File: config.mk
export PLATFORM = sky130hd
export DESIGN_NAME = irq_pin_ctrl
export DESIGN_NICKNAME = d
export VERILOG_FILES = /design/src/irq_cfg_pkg.sv /design/src/irq_pin_if.sv /design/src/irq_pin_ctrl.sv /design/src/irq_pin_driver.sv
export SDC_FILE = /design/constraint.sdc
export NUM_CORES = 1
export LEC_CHECK = 0
export ABC_AREA = 1
export BUFFER_PORTS_ARGS = -buffer_cell sky130_fd_sc_hd__buf_2
export CAP_MARGIN = 20
export CORE_MARGIN = 3
export CORE_UTILIZATION = 53
export CTS_CLUSTER_SIZE = 24
export DETAILED_ROUTE_END_ITERATION = 16
export PLACE_DENSITY = 0.8
export SLEW_MARGIN = 30
export SYNTH_ARGS = -nofsm -noshare
export SYNTH_HDL_FRONTEND = slang
export SYNTH_SLANG_ARGS = --single-unit
File: constraint.sdc
create_clock -name ref_clk_i -period 1.9 [get_ports ref_clk_i]
set_input_delay 0.19 -clock ref_clk_i [delete_from_list [all_inputs] [get_ports ref_clk_i]]
set_output_delay 0.19 -clock ref_clk_i [all_outputs]
set_load 0.05 [all_outputs]
File: src/irq_cfg_pkg.sv
// Package: register map, field positions and timing for the irq pin block
`default_nettype none
package irq_cfg_pkg;
    // Register indices; byte address is four times the index
    localparam logic [7:0] IDX_AUX_MST_CTRL   = 8'h24;
    localparam logic [7:0] IDX_AUX_MST_STATUS = 8'h36;
    localparam logic [7:0] IDX_PIN_CFG        = 8'h37;
    localparam logic [7:0] IDX_SRC_EN         = 8'h38;
    localparam logic [7:0] IDX_INT_STATUS     = 8'h3A;
    localparam logic [7:0] IDX_EVT_STATUS     = 8'h70;
    localparam logic [7:0] IDX_EVT_MASK       = 8'h71;

    // Pin configuration fields
    localparam int PIN_ACTIVE_LOW_BIT = 7;
    localparam int PIN_OPEN_DRAIN_BIT = 6;
    localparam int PIN_LATCH_BIT      = 5;
    localparam int PIN_ANY_RD_CLR_BIT = 4;
    localparam int FSYNC_ACT_LOW_BIT  = 3;
    localparam int FSYNC_MODE_BIT     = 2;
    localparam int BYPASS_BIT         = 1;

    // Source enable and status fields (same layout), then aux master status and control fields
    localparam int WOM_BIT  = 6;
    localparam int FIFO_BIT = 4;
    localparam int FS_BIT   = 3;
    localparam int RAW_BIT  = 0;
    localparam int PASS_THROUGH_BIT = 7;
    localparam int WAIT_ES_BIT      = 6;

    // Writable bits and reset values
    localparam logic [7:0] PIN_CFG_MASK  = 8'hFE;
    localparam logic [7:0] SRC_MASK      = 8'h59;
    localparam logic [7:0] PIN_CFG_RST   = 8'h00;
    localparam logic [7:0] SRC_EN_RST    = 8'h00;
    localparam logic [7:0] MST_CTRL_RST  = 8'h00;
    localparam logic [7:0] EVT_MASK_RST  = 8'h00;

    // Pulse timing
    localparam int CLK_PERIOD_NS  = 50;
    localparam int PULSE_WIDTH_NS = 50000;
    localparam int PULSE_CYCLES   = PULSE_WIDTH_NS / CLK_PERIOD_NS;
    localparam int PULSE_CNT_W    = $clog2(PULSE_CYCLES);

    typedef enum logic {PIN_IDLE, PIN_PULSE} pin_state_t;

    typedef struct packed {
        pin_state_t               state;
        logic [PULSE_CNT_W-1:0]   cnt;
    } pin_regs_t;

    typedef struct packed {
        logic [7:0]  pin_cfg;
        logic [7:0]  src_en;
        logic [7:0]  mst_ctrl;
        logic [7:0]  int_status;
        logic        pass_thr;
        logic [7:0]  evt_status;
        logic [7:0]  evt_mask;
        logic        fs_prev;
        logic        raw_pend;
        logic [31:0] prdata;
        logic        pslverr;
        logic [7:0]  snap_int;
        logic        snap_pt;
    } ctl_regs_t;
endpackage
`default_nettype wire

File: src/irq_pin_if.sv
// Interface: controller to interrupt pin driver
`default_nettype none
interface irq_pin_if;
    logic assert_lvl;
    logic new_evt;
    logic latch_en;
    logic active_low;
    logic open_drain;
    logic pin_o;
    logic pin_oe;
    modport ctrl (output assert_lvl, new_evt, latch_en, active_low,
                  open_drain, input pin_o, pin_oe);
    modport drv  (input assert_lvl, new_evt, latch_en, active_low,
                  open_drain, output pin_o, pin_oe);
endinterface
`default_nettype wire

File: src/irq_pin_ctrl.sv
// Interrupt pin and source enable controller with APB registers
`default_nettype none
// What this block does
// - Pin config bit 7 set makes the interrupt pin active low, else high.
// - Pin config bit 6 set makes the pin open drain, else push-pull.
// - Latch bit 5 set holds the pin active until status is cleared.
// - Latch bit clear gives a 50 us active pulse per interrupt.
// - Bit 4 set clears interrupt status on any register read.
// - Bit 4 clear clears status only by reading the status register.
// - Bit 3 set makes frame sync active low, else active high.
// - Bit 2 set lets a frame sync edge to active level interrupt.
// - Frame sync event shows in the aux master pass-through bit.
// - Bypass bit with aux master disabled puts aux pins in bypass.
// - No bypass and master disabled leaves aux pins undriven.
// - Enable bit 6 lets wake on motion reach the pin.
// - Enable bit 4 lets FIFO overflow reach the pin.
// - Enable bit 3 lets frame sync reach the pin.
// - Enable bit 0 lets raw data ready reach the pin.
// - Wait-for-external-sensor bit with aux master enabled delays raw data ready interrupt.
// - Status bits: motion 6, overflow 4, frame sync 3, raw ready 0.
// - Reading aux master status clears all its bits.
module irq_pin_ctrl #(
    parameter int ADDR_W = 12
) (
    input  wire logic              ref_clk_i,
    input  wire logic              rst_n_i,
    input  wire logic              psel_i,
    input  wire logic              penable_i,
    input  wire logic              pwrite_i,
    input  wire logic [ADDR_W-1:0] paddr_i,
    input  wire logic [31:0]       pwdata_i,
    input  wire logic [3:0]        pstrb_i,
    output logic [31:0]            prdata_o,
    output logic                   pready_o,
    output logic                   pslverr_o,
    input  wire logic              motion_wake_evt_i,
    input  wire logic              fifo_overflow_evt_i,
    input  wire logic              raw_data_ready_evt_i,
    input  wire logic              ext_sensor_done_i,
    input  wire logic              frame_sync_i,
    input  wire logic              aux_master_enable_i,
    input  wire logic              master_clock_oe_i,
    input  wire logic              master_data_oe_i,
    input  wire logic              host_clock_i,
    input  wire logic              host_data_i,
    output logic                   int_pin_o,
    output logic                   int_pin_oe_o,
    output logic                   aux_bus_clock_pin_o,
    output logic                   aux_bus_clock_pin_oe_o,
    output logic                   aux_bus_data_pin_o,
    output logic                   aux_bus_data_pin_oe_o,
    output logic                   aux_bypass_o,
    output logic                   irq_o
);
    irq_cfg_pkg::ctl_regs_t r;
    irq_cfg_pkg::ctl_regs_t s;
    irq_pin_if pin_bus ();

    logic       setup;
    logic       access;
    logic       aligned;
    logic       mapped;
    logic [7:0] idx;
    logic [7:0] rd_mux;
    logic [7:0] set_vec;
    logic       fs_lvl;
    logic       fs_evt;
    logic       raw_go;
    logic       wait_es;
    logic       any_rd_clr;

    ////////////////////////////////////////////////////////////////////
    // APB decode; address must be word aligned with no upper bits
    assign setup   = psel_i && !penable_i;
    assign access  = psel_i && penable_i;
    assign idx     = paddr_i[9:2];
    assign aligned = (paddr_i[1:0] == 2'h0) && (paddr_i[ADDR_W-1:10] == '0);
    assign mapped  = aligned && (idx == irq_cfg_pkg::IDX_AUX_MST_CTRL
                              || idx == irq_cfg_pkg::IDX_AUX_MST_STATUS
                              || idx == irq_cfg_pkg::IDX_PIN_CFG
                              || idx == irq_cfg_pkg::IDX_SRC_EN
                              || idx == irq_cfg_pkg::IDX_INT_STATUS
                              || idx == irq_cfg_pkg::IDX_EVT_STATUS
                              || idx == irq_cfg_pkg::IDX_EVT_MASK);
    assign any_rd_clr = r.pin_cfg[irq_cfg_pkg::PIN_ANY_RD_CLR_BIT];

    // Read data mux; unused bits read as zero
    always_comb
    begin
        rd_mux = 8'h00;
        case (idx)
            irq_cfg_pkg::IDX_AUX_MST_CTRL:   rd_mux = r.mst_ctrl;
            irq_cfg_pkg::IDX_AUX_MST_STATUS: rd_mux = {r.pass_thr, 7'h00};
            irq_cfg_pkg::IDX_PIN_CFG:        rd_mux = r.pin_cfg;
            irq_cfg_pkg::IDX_SRC_EN:         rd_mux = r.src_en;
            irq_cfg_pkg::IDX_INT_STATUS:     rd_mux = r.int_status;
            irq_cfg_pkg::IDX_EVT_STATUS:     rd_mux = r.evt_status;
            irq_cfg_pkg::IDX_EVT_MASK:       rd_mux = r.evt_mask;
            default:                         rd_mux = 8'h00;
        endcase
    end

    ////////////////////////////////////////////////////////////////////
    // Event sources
    // frame sync level normalised to active high
    assign fs_lvl = frame_sync_i ^ r.pin_cfg[irq_cfg_pkg::FSYNC_ACT_LOW_BIT];
    // edge into the active level, only when the mode is on
    assign fs_evt = fs_lvl && !r.fs_prev
                 && r.pin_cfg[irq_cfg_pkg::FSYNC_MODE_BIT];
    // hold raw ready back until external sensor data has landed
    assign wait_es = r.mst_ctrl[irq_cfg_pkg::WAIT_ES_BIT]
                  && aux_master_enable_i;
    assign raw_go  = wait_es ? (ext_sensor_done_i
                                && (r.raw_pend || raw_data_ready_evt_i))
                             : raw_data_ready_evt_i;

    always_comb
    begin
        set_vec = 8'h00;
        set_vec[irq_cfg_pkg::WOM_BIT]  = motion_wake_evt_i;
        set_vec[irq_cfg_pkg::FIFO_BIT] = fifo_overflow_evt_i;
        set_vec[irq_cfg_pkg::FS_BIT]   = fs_evt;
        set_vec[irq_cfg_pkg::RAW_BIT]  = raw_go;
    end

    ////////////////////////////////////////////////////////////////////
    // Next state. Read-clears only drop bits that were visible at the
    // setup cycle, so an event landing mid-transfer is never lost.
    always_comb
    begin
        s = r;
        s.fs_prev  = fs_lvl;
        s.raw_pend = wait_es && (r.raw_pend || raw_data_ready_evt_i)
                  && !ext_sensor_done_i;
        if (setup)
        begin
            s.prdata   = pwrite_i ? 32'h0000_0000 : {24'h00_0000, rd_mux};
            s.pslverr  = !mapped;
            s.snap_int = 8'h00;
            s.snap_pt  = 1'b0;
            // any read clears; else only the status register
            if (!pwrite_i && mapped && (any_rd_clr
                || idx == irq_cfg_pkg::IDX_INT_STATUS))
                s.snap_int = r.int_status;
            // aux master status read clears its flags
            if (!pwrite_i && mapped
                && idx == irq_cfg_pkg::IDX_AUX_MST_STATUS)
                s.snap_pt = r.pass_thr;
        end
        if (access && !pwrite_i)
        begin
            s.int_status = r.int_status & ~r.snap_int;
            s.pass_thr   = r.pass_thr & ~r.snap_pt;
        end
        if (access && pwrite_i && mapped && pstrb_i[0])
        begin
            case (idx)
                irq_cfg_pkg::IDX_AUX_MST_CTRL: s.mst_ctrl = pwdata_i[7:0];
                irq_cfg_pkg::IDX_PIN_CFG:
                    s.pin_cfg = pwdata_i[7:0] & irq_cfg_pkg::PIN_CFG_MASK;
                irq_cfg_pkg::IDX_SRC_EN:
                    s.src_en = pwdata_i[7:0] & irq_cfg_pkg::SRC_MASK;
                irq_cfg_pkg::IDX_EVT_STATUS:
                    s.evt_status = r.evt_status & ~pwdata_i[7:0];
                irq_cfg_pkg::IDX_EVT_MASK:
                    s.evt_mask = pwdata_i[7:0] & irq_cfg_pkg::SRC_MASK;
                default: s.mst_ctrl = r.mst_ctrl;
            endcase
        end
        // Sets are applied last so they win over any clear
        s.int_status = s.int_status | set_vec;
        s.evt_status = s.evt_status | set_vec;
        // frame sync also lands in the pass-through flag
        s.pass_thr = s.pass_thr | fs_evt;
    end

    always_ff @(posedge ref_clk_i or negedge rst_n_i)
    begin
        if (!rst_n_i)
        begin
            r          <= '0;
            r.pin_cfg  <= irq_cfg_pkg::PIN_CFG_RST;
            r.src_en   <= irq_cfg_pkg::SRC_EN_RST;
            r.mst_ctrl <= irq_cfg_pkg::MST_CTRL_RST;
            r.evt_mask <= irq_cfg_pkg::EVT_MASK_RST;
        end
        else
            r <= s;
    end

    ////////////////////////////////////////////////////////////////////
    // Bus answers: zero wait states, data from flip-flops
    assign pready_o  = 1'b1;
    assign prdata_o  = r.prdata;
    assign pslverr_o = access && r.pslverr;

    // System interrupt: sticky events gated by the mask
    assign irq_o = |(r.evt_status & r.evt_mask);

    ////////////////////////////////////////////////////////////////////
    // Pin driver hookup
    // any enabled pending flag, OR-combined
    assign pin_bus.assert_lvl = |(r.int_status & r.src_en);
    assign pin_bus.new_evt    = |(set_vec & r.src_en);
    assign pin_bus.latch_en   = r.pin_cfg[irq_cfg_pkg::PIN_LATCH_BIT];
    assign pin_bus.active_low = r.pin_cfg[irq_cfg_pkg::PIN_ACTIVE_LOW_BIT];
    assign pin_bus.open_drain = r.pin_cfg[irq_cfg_pkg::PIN_OPEN_DRAIN_BIT];
    assign int_pin_o    = pin_bus.pin_o;
    assign int_pin_oe_o = pin_bus.pin_oe;

    irq_pin_driver u_pin_driver (
        .ref_clk_i (ref_clk_i),
        .rst_n_i   (rst_n_i),
        .pin       (pin_bus.drv)
    );

    ////////////////////////////////////////////////////////////////////
    // Aux bus pins: open drain, value always low
    // bypass follows the host bus while the master is off
    // the master drives them when enabled; with neither master nor bypass, released so the pull-up holds them high
    assign aux_bypass_o = r.pin_cfg[irq_cfg_pkg::BYPASS_BIT]
                       && !aux_master_enable_i;
    assign aux_bus_clock_pin_o = 1'b0;
    assign aux_bus_data_pin_o  = 1'b0;
    assign aux_bus_clock_pin_oe_o = aux_master_enable_i ? master_clock_oe_i
                                  : (aux_bypass_o && !host_clock_i);
    assign aux_bus_data_pin_oe_o  = aux_master_enable_i ? master_data_oe_i
                                  : (aux_bypass_o && !host_data_i);
endmodule // irq_pin_ctrl
`default_nettype wire

File: src/irq_pin_driver.sv
// Interrupt pin driver: latch or pulse, polarity and drive style
`default_nettype none
module irq_pin_driver (
    input  wire logic  ref_clk_i,
    input  wire logic  rst_n_i,
    irq_pin_if.drv     pin
);
    irq_cfg_pkg::pin_regs_t r;
    irq_cfg_pkg::pin_regs_t s;
    logic active;
    logic level;

    ////////////////////////////////////////////////////////////////////
    // Pulse timer; a new event restarts the pulse
    always_comb
    begin
        s = r;
        case (r.state)
            irq_cfg_pkg::PIN_IDLE:
            begin
                if (pin.new_evt && !pin.latch_en)
                begin
                    s.state = irq_cfg_pkg::PIN_PULSE;
                    s.cnt   = irq_cfg_pkg::PULSE_CNT_W'(
                                  irq_cfg_pkg::PULSE_CYCLES - 1);
                end
            end
            irq_cfg_pkg::PIN_PULSE:
            begin
                if (pin.new_evt && !pin.latch_en)
                    s.cnt = irq_cfg_pkg::PULSE_CNT_W'(
                                irq_cfg_pkg::PULSE_CYCLES - 1);
                else if (r.cnt == '0)
                    s.state = irq_cfg_pkg::PIN_IDLE;
                else
                    s.cnt = r.cnt - 1'b1;
            end
            default: s.state = irq_cfg_pkg::PIN_IDLE;
        endcase
    end

    always_ff @(posedge ref_clk_i or negedge rst_n_i)
    begin
        if (!rst_n_i)
            r <= '{state: irq_cfg_pkg::PIN_IDLE, cnt: '0};
        else
            r <= s;
    end

    ////////////////////////////////////////////////////////////////////
    // latched level follows pending status
    assign active = pin.latch_en ? pin.assert_lvl
                                 : (r.state == irq_cfg_pkg::PIN_PULSE);
    assign level = active ^ pin.active_low;
    // open drain only pulls low, never drives high
    assign pin.pin_o  = pin.open_drain ? 1'b0 : level;
    assign pin.pin_oe = pin.open_drain ? !level : 1'b1;
endmodule // irq_pin_driver
`default_nettype wire

Word level (Yosys, flattened, before mapping)
Cells that the tools add are included.
{ "totals": {"regBits": 95, "latchBits": 0, "ram_bits": 0, "mem_bits_ro": 0, "inputBits": 63, "out_inout_bits": 42, "wordCells": 111, "memories": 0} }
{ "classes": {"n_addsub": 1, "multipliers": 0, "n_div": 0, "magnitude_cmp": 0, "n_eq_ne": 9, "shift": 0, "n_mux": 20, "bitwise": 15, "n_reduce_logical": 51} }
{ "ops": {"columns": ["op", "count"], "rows": [
  ["case mux 8 bit (7 select lines)", 1],
  ["equality test 8 x 6 -> 1 bit (second input constant)", 5],
  ["two-way mux 8 bit", 3],
  ["OR reduction 8 bit", 3],
  ["logical AND 1 bit", 22],
  ["case mux 11 bit (2 select lines)", 1],
  ["two-way mux 10 bit", 2],
  ["bitwise AND 8 x 7 -> 8 bit", 2],
  ["bitwise AND 8 bit", 2],
  ["equality test 8 x 7 -> 1 bit (second input constant)", 2],
  ["two-way mux 16 bit", 1],
  ["inverter 8 bit", 2],
  ["OR 8 x 7 -> 8 bit", 2],
  ["two-way mux 11 bit", 1],
  ["logical NOT 1 bit", 10],
  ["logical NOT 10 bit", 1],
  ["AND reduction 2 bit", 5],
  ["subtractor 10 x 1 -> 10 bit (second input constant)", 1],
  ["two-way mux 1 bit", 9],
  ["two-way mux 9 bit", 1],
  ["logical OR 1 bit", 8],
  ["bitwise AND 7 bit", 1],
  ["two-way mux 7 bit", 1],
  ["logical NOT 2 bit", 2],
  ["other kinds (6)", 8]
]} }

Depth between registers and ports, before layout
Gate-level depths: netlist of the first run.
{ "logic_depth": {"ltp_word": 12, "mapped_depth": 13, "mapped_depth_nobuf": 12} }

Hierarchy
Synthesis of the first run repeated with hierarchy kept, for this count alone.
{ "hier_totals": {"hier_cells": 526, "area_unflattened_um2": 3990.1} }
{ "by_module_without_submodules": {"columns": ["mod", "n_inst", "cells_per_inst", "area_each_um2", "seq_area_each_um2"], "rows": [
  ["irq_pin_ctrl", 1, 419, 3236.9, 1501.4],
  ["irq_pin_driver", 1, 107, 753.2, 275.3]
]} }

Least setup slack after synthesis of the first run
Ideal clock, no wire load.
{ "synth_path": {"path_type": "flip-flop to output port", "startpoint": "register r[86] in the netlist's numbering", "endpoint": "output port aux_bus_clock_pin_oe_o", "t_arrival_ns": 2.280, "required_ns": 1.710, "slack_ns": -0.570, "path_stages_with_launch": 5, "n_path_buf": 0, "cell_sequence": "dfrtp_1 inv_1 nor2_1 inv_1 o21ai_0"} }
{ "synth_via": {"elab_chain_len": 3} }
{ "synth_lines": {"columns": ["item", "line_no", "rtl"], "rows": [
  ["start, declared", "irq_pin_ctrl.sv:55", "irq_cfg_pkg::ctl_regs_t r;"],
  ["start signal, assigned", "irq_pin_ctrl.sv:188", "r <= s;"],
  ["logical AND 1 bit", "irq_pin_ctrl.sv:222", "&& !aux_master_enable_i;"],
  ["via aux_bypass_o", "irq_pin_ctrl.sv:52", "output logic aux_bypass_o,"],
  ["logical AND 1 bit", "irq_pin_ctrl.sv:226", ": (aux_bypass_o && !host_clock_i);"],
  ["two-way mux 1 bit", "irq_pin_ctrl.sv:225", "assign aux_bus_clock_pin_oe_o = aux_master_enable_i ? master_clock_oe_i"],
  ["end, declared", "irq_pin_ctrl.sv:49", "output logic aux_bus_clock_pin_oe_o,"]
]} }
The timed path passes the listed nets, and every way through them passes these cells.

Final worst setup path of the first run
{ "layout_path": {"startpoint": "register r, in the netlist pin_bus.latch_en", "endpoint": "output port int_pin_o"} }
{ "layout_via": {"elab_chain_len": 3} }
{ "layout_lines": {"columns": ["item", "line_no", "rtl"], "rows": [
  ["two-way mux 1 bit", "irq_pin_driver.sv:52", "assign active = pin.latch_en ? pin.assert_lvl"],
  ["bitwise XOR 1 bit", "irq_pin_driver.sv:54", "assign level = active ^ pin.active_low;"],
  ["two-way mux 1 bit", "irq_pin_driver.sv:56", "assign pin.pin_o = pin.open_drain ? 1'b0 : level;"],
  ["end, declared", "irq_pin_ctrl.sv:46", "output logic int_pin_o,"]
]} }
No other way between the ends.

==> reports/results.ini, run 1 <==
[run_status]
status = complete, no violations

[drt]
drt_pass1_iterations = 5
antenna_left = 0
vias = 3514
drt_iter0_drc = 303
wl_per_cell_um = 13.97
routed_wl_um = 9500
drc = 0
routed_via_density = 5.168

[yosys]
synth_xor_area_share_pct = 0.4440
synth-seq-area-share_pct = 45.04
synth_compound_area_share_pct = 7.739
synthSimpleGateAreaFrac_pct = 32.60
synth_fa_ha_area_share_pct = 0.3172
synth-seq-cells = 71
synth_mux_area_share_pct = 0
synth_cell_types = 35
synth_cells = 518
ys_warn_count = 0
syn_area_per_cell_um2 = 7.616
synth_top_family_by_area = simple AND/OR/NAND/NOR gates
synth_area_um2 = 3945

[worst_setup_path]
crit_type = register to primary output
max_stage_delay_ps = 400
reg2reg_from = u_pin_driver.r[0]
r2r_slack_ps = 200
slowest_stage = dfrtp_1
end_kind = primary output
critPathRequiredTime_ps = 1710
critPathLaunchType = register
r2r_cells = 9
cp.arrival_ps = 1670
cp_cell_sequence = inv_2 -> a21oi_2 -> o2111ai_2 -> o21ai_2 -> or2_4 -> nand2_2 -> nor2_4 -> buf_6
r2r_end = u_pin_driver.r[9]
cp_max_fo = 3
cp-startpoint = pin_bus.latch_en

[sta]
period_share_pct = 98.11
drv_slew = 0
hold_viol = 0
finalWorstSetupSlack_ps = 35.96
finClkSkew_ps = 11.87
slew_headroom_pct = 64.94
rsz0062_at_grt = true
report.final.setup_viol = 0
fin_hold_ws_ps = 72.29
tns_ps = 0
min_period_ps = 1864
worstMarginPinSlew_ps = 522.7
fmax_ghz = 0.5365

[clock_network]
cts_root_buf = clkbuf_8
cts_tree = yes
cts_buffer_depth = 2
clock_latency_ps = 340
cts_num_sinks = 71
cts_buffers = 9
clkTransAtPathRegs_ps = 80
htree_levels = 3

[run]
drv_cap = 0

[global_route]
grt_pass1_wl_um = 15590
antenna_found_initial = 0
grt_pass1_vias = 3293
overflow = 0
track_usage_pct = 22.89
grt_max_degree = 72

[cells_and_area]
drive_gt1_share_pct = 19.35
fill_cells = 622
nNetsFinal = 643
register_area_um2 = 1777
diodes = 0
multiInputGateArea_um2 = 1754
area_delta_synth_final_pct = 14.15

[floorplanning]
die_w_um = 92.28
die_h_um = 92.28
io_pins = 105
coreArea_um2 = 7019
start_util_pct = 56.20
num_rows = 30
dieArea_um2 = 8515

[worst_hold_path]
holdPathStages = 2
min_path_type = input pin to register
hold_end = r[43]
hold_start = frame_sync_i

[place]
dp_hpwl_um = 6877
dp_worst_setup_slack_ps = 139.4
io_buffers = 50
gp_congestion = 0.9026

[power]
p_leak_nw = 2.503
finalPower_w = 0.003130
powerDensity_nw_per_um2 = 695.1
peakVddDrop_v = 0.0004441

-- placed cells by master, fill, tap and decap left out, types with 2 or more instances in the layout --
cell / netlist / layout
nand2_1: 178 / 177
dfrtp_1: 71 / 71
inv_1: 58 / 56
buf_2: 2 / 48
nand4_1: 36 / 36
nor2_1: 34 / 33
conb_1: 2 / 27
o21ai_0: 20 / 17
nand3_1: 16 / 15
buf_4: 37 / 15
clkbuf_8: 0 / 11
o22ai_1: 9 / 9
a21oi_1: 9 / 8
nand2_2: 6 / 7
nand3_2: 5 / 6
nor2_2: 4 / 4
nor2_4: 3 / 4
inv_2: 1 / 3
o211ai_1: 3 / 3
nor3_1: 3 / 3
xor2_1: 2 / 2
o21ai_1: 0 / 2
clkinv_1: 2 / 2
o21bai_1: 2 / 2
clkinv_2: 0 / 2
dlygate4sd3_1: 0 / 2
buf_6: 1 / 2
-- per-layer routing --
metal / vias up / track usage [%] / share of wire [%]
met2: 120 / 35.04 / 46
met3: 9 / 3.856 / 6.7
met4: 0 / 7.550 / 1.2
met1: 1663 / 33.10 / 46
li1: 1722 / - / -
met5: - / 0 / 0
-- logic make-up after synthesis --
family	after synthesis
AND/OR/NAND/NOR	288
buffers and inverters	104
flip-flops	71
AO/OA/AOI/OAI	50
XOR/XNOR	2
other	2
adder cells (fa/ha/maj)	1
-- worst max path at each step --
stage                                         to  slack [ps]
final                                  int_pin_o          40
after global placement                      r[1]         200
after detailed placement       u_pin_driver.r[9]         140
after CTS                              int_pin_o          20
after global routing                   int_pin_o         -40
after floorplan           aux_bus_clock_pin_oe_o        -210
-- flip-flops by register name (all words and copies together) (netlist names) --
register and count:
pin_bus.open_drain 1, pin_bus.latch_en 1, pin_bus.active_low 1, any_rd_clr 1, r 48, prdata_o 8
u_pin_driver.r 11
-- cell usage after synthesis --
cell	instances	area share, %
a21oi_1	9	1.1
o21ai_0	20	2.5
ha_1	1	0.32
nand3b_1	1	0.19
xor2_1	2	0.44
inv_1	58	5.5
o21a_1	1	0.19
clkbuf_1	3	0.29
o21bai_1	2	0.38
buf_2	2	0.25
o221ai_1	1	0.22
nand2_2	6	0.95
o22ai_1	9	1.4
o211ai_1	3	0.57
nand4_1	36	5.7
o2111ai_1	1	0.22
a21oi_4	1	0.41
buf_4	37	7.0
nor2_2	4	0.63
clkinv_1	2	0.19
a22o_1	1	0.22
buf_6	1	0.29
or2_2	1	0.16
a31o_2	1	0.22
nor3_1	3	0.38
nor2_1	34	3.2
nand3_1	16	2.0
nor3_2	1	0.25
nor2_4	3	0.86
nand3_2	5	1.3
a21boi_0	1	0.19
dfrtp_1	71	45
inv_2	1	0.095
conb_1	2	0.19
nand2_1	178	17
-- power breakdown --
group	switching (W)	total (W)	internal (W)
clock network	0.000580	0.00126	0.000676
logic	0.000265	0.000331	0.0000661
registers	0.0000129	0.00154	0.00153
total	0.000858	0.00313	0.00227
-- through the flow --
stage | std cells | utilization, % | area, um2
final | 680 | 64.15 | 4503
after global routing | 680 | 64.15 | 4503
after CTS | 674 | 63.16 | 4433
after detailed placement | 656 | 59.64 | 4187
after global placement | 656 | 59.64 | 4187
after floorplan | 543 | - | 4039
-- cell type report --
class | count | area share, %
Sequential cell | 71 | 39.46
Multi-Input combinational cell | 368 | 38.96
Timing Repair Buffer | 68 | 9.225
Inverter | 61 | 5.085
Clock buffer | 11 | 3.362
Tap cell | 96 | 2.667
Clock inverter | 5 | 1.250
-- worst max-delay path: cells and delay by family (launching register included) --
family	cells	cell delay [ps]
compound gates	3	380
buf+inv	2	230
flops	1	400
simple gates	3	320
-- what timing repair did --
item | in CTS | in global routing
hold buffers | 2 | 0
setup endpoints to repair | 2 | 8
hold endpoints to repair | 72 | 0
setup buffers | 0 | 6
pin swaps | 0 | 5
resized for setup | 7 | 8
No activity file was read; power rests on OpenSTA's default activity.
==> run 2: changes to the inputs <==
==> constraint.sdc (replaced) <==
create_clock -name ref_clk_i -period 1.9 [get_ports ref_clk_i]
set_input_delay 0 -clock ref_clk_i [delete_from_list [all_inputs] [get_ports ref_clk_i]]
set_output_delay 0 -clock ref_clk_i [all_outputs]
set_load 0.05 [all_outputs]
==> run 2 against run 1 <==
Sequential share of layout area barely moved. Maximum frequency rose by 6.7%. Combinational power rose by 6.3%. Count of clock-buffer cells in the layout fell by 2. Setup slack improved by 120 ps. Largest power group unchanged. Clock skew fell by 4.2 ps.
==> reports/results.ini, run 2 (synthesis gave the netlist of run 1 again) <==
[clock_network]
cts_buffer_depth = 2  ; unchanged
cts_tree = yes  ; unchanged
postCtsSetupRepairBufs = 0  ; unchanged
cts_buffers = 9  ; unchanged
cts_root_buf = clkbuf_8  ; unchanged
clkTransAtPathRegs_ps = 80  ; about the same
htree_levels = 3  ; unchanged
clock_latency_ps = 350  ; was 340 ps
cts_num_sinks = 71  ; unchanged

[run_status]
status = complete, no violations  ; unchanged

[sta]
min_period_ps = 1747  ; was 1864 ps
slew_headroom_pct = 57.45  ; was 64.94%
worstMarginPinSlew_ps = 635.8  ; was 522.7 ps
hold_viol = 0  ; unchanged
report.final.setup_viol = 0  ; unchanged
fmax_ghz = 0.5725  ; was 0.5365 GHz
finClkSkew_ps = 7.637  ; was 11.87 ps
period_share_pct = 91.93  ; was 98.11%
drv_slew = 0  ; unchanged

[cells_and_area]
finalNonFillerCells = 683  ; was 680
fill_cells = 624  ; was 622
final_cell_mix = 178 x nand2_1, 71 x dfrtp_1, 58 x inv_1  ; was 177 x nand2_1, 71 x dfrtp_1, 56 x inv_1
diodes = 0  ; unchanged
largest_reg_flops = 48  ; unchanged
finish.utilization_pct = 64.19  ; was 64.15%
drive_gt1_share_pct = 16.52  ; was 19.35%
nNetsFinal = 646  ; was 643
final_common_cell = nand2_1  ; unchanged
area_delta_synth_final_pct = 14.21  ; was 14.15%
regMostFlops = r  ; unchanged

[worst_setup_path]
slowest_stage = dfrtp_1  ; unchanged
reg2reg_from = u_pin_driver.r[0]  ; unchanged
critPathRequiredTime_ps = 1900  ; was 1710 ps
critPathLaunchType = register  ; unchanged
r2r_end = u_pin_driver.r[9]  ; unchanged
max_stage_delay_ps = 390  ; was 400 ps
crit_type = register to primary output  ; unchanged
cp_cell_sequence = inv_1 -> a21oi_1 -> o2111ai_2 -> o21ai_2 -> or2_2 -> nand2_1 -> nor2_1 -> buf_6  ; was inv_2 -> a21oi_2 -> o2111ai_2 -> o21ai_2 -> or2_4 -> nand2_2 -> nor2_4 -> buf_6
r2r_slack_ps = 160  ; was 200 ps
r2r_cells = 9  ; unchanged
end_kind = primary output  ; unchanged
cp_max_fo = 3  ; unchanged
cp.arrival_ps = 1750  ; was 1670 ps

[worst_hold_path]
min_path_type = input pin to register  ; unchanged
hold_end = r[61]  ; was r[43]
holdPathStages = 5  ; was 2
hold_start = raw_data_ready_evt_i  ; was frame_sync_i

[drt]
drt_iter0_drc = 393  ; was 303
routed_via_density = 5.271  ; was 5.168
wl_per_cell_um = 14.00  ; was 13.97 um
antenna_left = 0  ; unchanged
routed_wl_um = 9563  ; was 9500 um
vias = 3600  ; was 3,514
drt_pass1_iterations = 5  ; unchanged
drc = 0  ; unchanged

[power]
powerDensity_nw_per_um2 = 657.5  ; was 695.1 nW/um2
peakVddDrop_v = 0.0004570  ; was 0.0004441 V
p_leak_nw = 2.498  ; was 2.503 nW

[global_route]
grt_pass1_wl_um = 15750  ; was 15,590 um
grt_max_degree = 72  ; unchanged
grt_pass1_vias = 3359  ; was 3,293
antenna_found_initial = 0  ; unchanged
track_usage_pct = 23.35  ; was 22.89%
overflow = 0  ; unchanged

[place]
gp_congestion = 0.8822  ; was 0.9026
io_buffers = 50  ; unchanged
placed_cells = 652  ; was 656
dp_hpwl_um = 6811  ; was 6877 um

[floorplanning]
io_pins = 105  ; unchanged
start_util_pct = 56.20  ; unchanged
dieArea_um2 = 8515  ; unchanged
die_h_um = 92.28  ; unchanged
coreArea_um2 = 7019  ; unchanged
num_rows = 30  ; unchanged
die_w_um = 92.28  ; unchanged

[run]
drv_cap = 0  ; unchanged

==> run 2: cell count changes in the layout (fill, tap and decap cells not counted), moves of 2 or more <==
cell / previous run / this run
buf_4: 15 / 6
clkbuf_8: 11 / 9
clkinvlp_4: 1 / 3
dlygate4sd3_1: 2 / 15
inv_1: 56 / 58
inv_2: 3 / 1
==> run 2: area by class of cell <==
cell class | count | area [um2] | share of cell area, %
sequential | 71 | 1777 | 39.43
clock inverter | 7 | 50.05 | 1.111
tap | 96 | 120.1 | 2.666
inverter | 61 | 229.0 | 5.082
multi-input combinational | 368 | 1739 | 38.60
clock buffer | 9 | 123.9 | 2.749
timing repair buffer | 71 | 466.7 | 10.36
==> run 2: metal layers <==
metal / vias to the layer above / wire length (um) / track usage, % / share of wire [%]
li1: 1732 / - / - / -
met4: 0 / 158 / 7.673 / 1.7
met1: 1691 / 4324 / 32.96 / 45
met3: 19 / 704 / 3.774 / 7.4
met5: - / 0 / 0 / 0
met2: 158 / 4375 / 36.74 / 46
==> run 2: repair_timing <==
item / in CTS / in global routing
pin swaps: 0 / 2
gates resized for setup: 1 / 7
setup endpoints to repair: 1 / 8
hold buffers: 15 / 0
endpoints found under the hold margin: 102 / 0
==> run 2: how the worst max path moves through the flow <==
stage	endpoint	cells after the start	start
after CTS	int_pin_o	8	pin_bus.latch_en
after floorplan	aux_bus_clock_pin_oe_o	4	r[86]
after global routing	int_pin_o	8	pin_bus.latch_en
after detailed placement	u_pin_driver.r[4]	11	u_pin_driver.r[0]
final	int_pin_o	8	pin_bus.latch_en
after global placement	u_pin_driver.r[4]	11	u_pin_driver.r[0]
==> run 2: critical path: cells and delay by family, from the launching register on <==
kind	cells	cell delay, ps
compound gates	3	440
flops	1	390
simple gates	3	290
buf+inv	2	280
==> run 2: per-stage QoR <==
step	instance area [um2]	worst slack, ps	hold WS (ps)	TNS (ps)	power (W)
3_3_place_gp	4156	193.5	53.17	0	0.001893
5_1_grt	4506	-5.098	114.6	-5.098	0.003075
2_1_floorplan	4039	-22.26	-295.6	-44.52	0.001828
3_5_place_dp	4156	124.8	53.74	0	0.001900
4_1_cts	4483	22.03	69.80	0	0.002964
6_report	4506	153.4	82.83	0	0.002962
==> run 2: report_power, final <==
part	leakage, nW	internal [W]	switching, W
Clock	0.0812	0.000472	0.000592
Sequential	0.885	0.00153	0.0000158
Combinational	1.53	0.0000812	0.000271
Total	2.50	0.00208	0.000879
==> run 3: changes to the inputs <==
==> constraint.sdc (replaced) <==
create_clock -name ref_clk_i -period 2 [get_ports ref_clk_i]
set_input_delay 0 -clock ref_clk_i [delete_from_list [all_inputs] [get_ports ref_clk_i]]
set_output_delay 0 -clock ref_clk_i [all_outputs]
set_load 0.05 [all_outputs]
==> run 3 against run 2 <==
Final cell count grew 0.44%. Hold slack worse by 1.9 ps. Power up 8.6%. Non-clock buffer count increased by 4. Count of clock-buffer cells in the layout increased by 3. Core utilization grew 1.3 points. Setup slack worse by 70 ps. Global-route usage increased by 0.12 points. First-iteration DRC count shrank 27%. Via count down 0.31%. Combinational power is 5% lower. Routed wire length increased by 1.6%. Largest cell class unchanged. Largest power group unchanged.
==> reports/results.ini, run 3 (synthesis gave the netlist of run 1 again) <==
[run_status]
status = complete, no violations  ; unchanged

[sta]
fmax_ghz = 0.5217
slew_headroom_pct = 50.28  ; was 57.45%
report.final.setup_viol = 0  ; unchanged
tns_ps = 0  ; unchanged
rsz0062_at_grt = false
finalWorstSetupSlack_ps = 83.19  ; was 153.4 ps
period_share_pct = 95.84
hold_viol = 0  ; unchanged
drv_slew = 0  ; unchanged
finClkSkew_ps = 5.430  ; was 7.637 ps
worstMarginPinSlew_ps = 745.0  ; was 635.8 ps
min_period_ps = 1917

[worst_setup_path]
crit_family = buffers and inverters  ; was compound AO/OA/AOI/OAI gates
end_kind = primary output  ; unchanged
critPathLaunchType = register  ; unchanged
cp-startpoint = pin_bus.latch_en  ; unchanged
cp.buffers_inverters = 2  ; unchanged
cp_max_fo = 3  ; unchanged
slowest_stage = dfrtp_1  ; unchanged
reg2reg_from = u_pin_driver.r[0]  ; unchanged
cp_cell_sequence = inv_1 -> a21oi_1 -> o2111ai_1 -> o21ai_0 -> or2_2 -> nand3_1 -> buf_2  ; was inv_1 -> a21oi_1 -> o2111ai_2 -> o21ai_2 -> or2_2 -> nand2_1 -> nor2_1 -> buf_6
cp.arrival_ps = 1920  ; was 1750 ps
crit_type = register to primary output  ; unchanged
critPathRequiredTime_ps = 2000  ; was 1900 ps
max_stage_delay_ps = 390  ; about the same

[power]
powerDensity_nw_per_um2 = 700.2  ; was 657.5 nW/um2
p_leak_nw = 2.540  ; was 2.498 nW
peakVddDrop_v = 0.0004576  ; was 0.0004570 V

[floorplanning]
num_rows = 30  ; unchanged
die_h_um = 92.28  ; unchanged
coreArea_um2 = 7019  ; unchanged
die_w_um = 92.28  ; unchanged
io_pins = 105  ; unchanged
dieArea_um2 = 8515  ; unchanged
start_util_pct = 56.20  ; unchanged

[drt]
drc = 0  ; unchanged
wl_per_cell_um = 14.16  ; was 14.00 um
antenna_left = 0  ; unchanged
routed_wl_um = 9716  ; was 9563 um
drt_pass1_iterations = 5  ; unchanged
drt_iter0_drc = 287  ; was 393
vias = 3589  ; was 3,600
routed_via_density = 5.232  ; was 5.271

[clock_network]
clkTransAtPathRegs_ps = 70  ; was 80 ps
cts_buffers = 9  ; unchanged
cts_num_sinks = 71  ; unchanged
clock_latency_ps = 340  ; was 350 ps
cts_root_buf = clkbuf_8  ; unchanged
cts_tree = yes  ; unchanged
cts_buffer_depth = 2  ; unchanged
htree_levels = 3  ; unchanged

[cells_and_area]
final_cell_mix = 178 x nand2_1, 71 x dfrtp_1, 58 x inv_1  ; unchanged
final_common_cell = nand2_1  ; unchanged
postLayoutCellArea_um2 = 4594  ; was 4506 um2
largest_reg_flops = 48  ; unchanged
finish.utilization_pct = 65.45  ; was 64.19%
regMostFlops = r  ; unchanged
diodes = 0  ; unchanged
area_delta_synth_final_pct = 16.46  ; was 14.21%
nNetsFinal = 650  ; was 646
drive_gt1_share_pct = 16.44  ; was 16.52%

[worst_hold_path]
min_path_type = input pin to register  ; unchanged
hold_start = raw_data_ready_evt_i  ; unchanged

[global_route]
grt_pass1_vias = 3304  ; was 3,359
antenna_found_initial = 0  ; unchanged
grt_max_degree = 37  ; was 72
overflow = 0  ; unchanged
track_usage_pct = 23.47  ; was 23.35%
grt_pass1_wl_um = 15790  ; was 15,750 um

[place]
dp_hpwl_um = 7149  ; was 6811 um
io_buffers = 50  ; unchanged
place_area_um2 = 4184  ; was 4156 um2
dp_worst_setup_slack_ps = 191.9  ; was 124.8 ps
gp_congestion = 0.9208  ; was 0.8822

[run]
drv_cap = 0  ; unchanged

-- run 3: worst register-to-register path: cells and delay by family, from the launching register on --
kind,cells,cell delay [ps]
buffers and inverters,2,230
AND/OR/NAND/NOR,5,730
AO/OA/AOI/OAI,1,90
flip-flops,1,390
adder cells (fa/ha/maj),1,170
-- run 3: timing repair --
item                                    in CTS  in global routing
endpoints found under the setup margin       0                  4
gates resized for setup                      0                  0
hold buffers                                15                  0
setup buffers                                0                  2
endpoints found under the hold margin       61                  0
-- run 3: layout make-up --
| class | instances | area, um2 |
|---|---|---|
| Fill cell | 615 | 2425 |
| Clock inverter | 3 | 90.09 |
| Clock buffer | 12 | 155.1 |
| Inverter | 61 | 229.0 |
| Timing Repair Buffer | 75 | 500.5 |
| Multi-Input combinational cell | 368 | 1723 |
| Tap cell | 96 | 120.1 |
| Sequential cell | 71 | 1777 |
-- run 3: where the power goes --
group	internal, W	switching, W
clock network	0.000891	0.000523
logic	0.0000787	0.000256
registers	0.00145	0.0000137
-- run 3: metrics by stage --
stage,hold slack (ps),instances,total power [W]
2_1_floorplan,-295.6,543,0.001737
3_3_place_gp,81.66,654,0.001801
3_5_place_dp,77.83,654,0.001807
4_1_cts,64.09,684,0.003227
5_1_grt,93.95,686,0.003321
6_report,80.91,686,0.003217
-- run 3: worst paths after layout --
kind | endpoint | slack, ps | cells after the start
setup / recovery | int_pin_oe_o | 80 | 7
hold / removal | r[61] | 80 | 5
setup reg to reg | u_pin_driver.r[9] | 250 | 9
hold reg to reg | r[62] | 460 | 1
max in group asynchronous | r[72] | 1140 | 3
min in group asynchronous | r[5] | 230 | 2
-- run 3: routing by layer --
metal / vias to the layer above / part of all wire, % / GRT usage [%]
met3: 22 / 6.5 / 3.938
met1: 1664 / 46 / 34.27
met4: 0 / 1.9 / 8.168
li1: 1749 / - / -
met5: - / 0 / 0
met2: 154 / 45 / 35.34
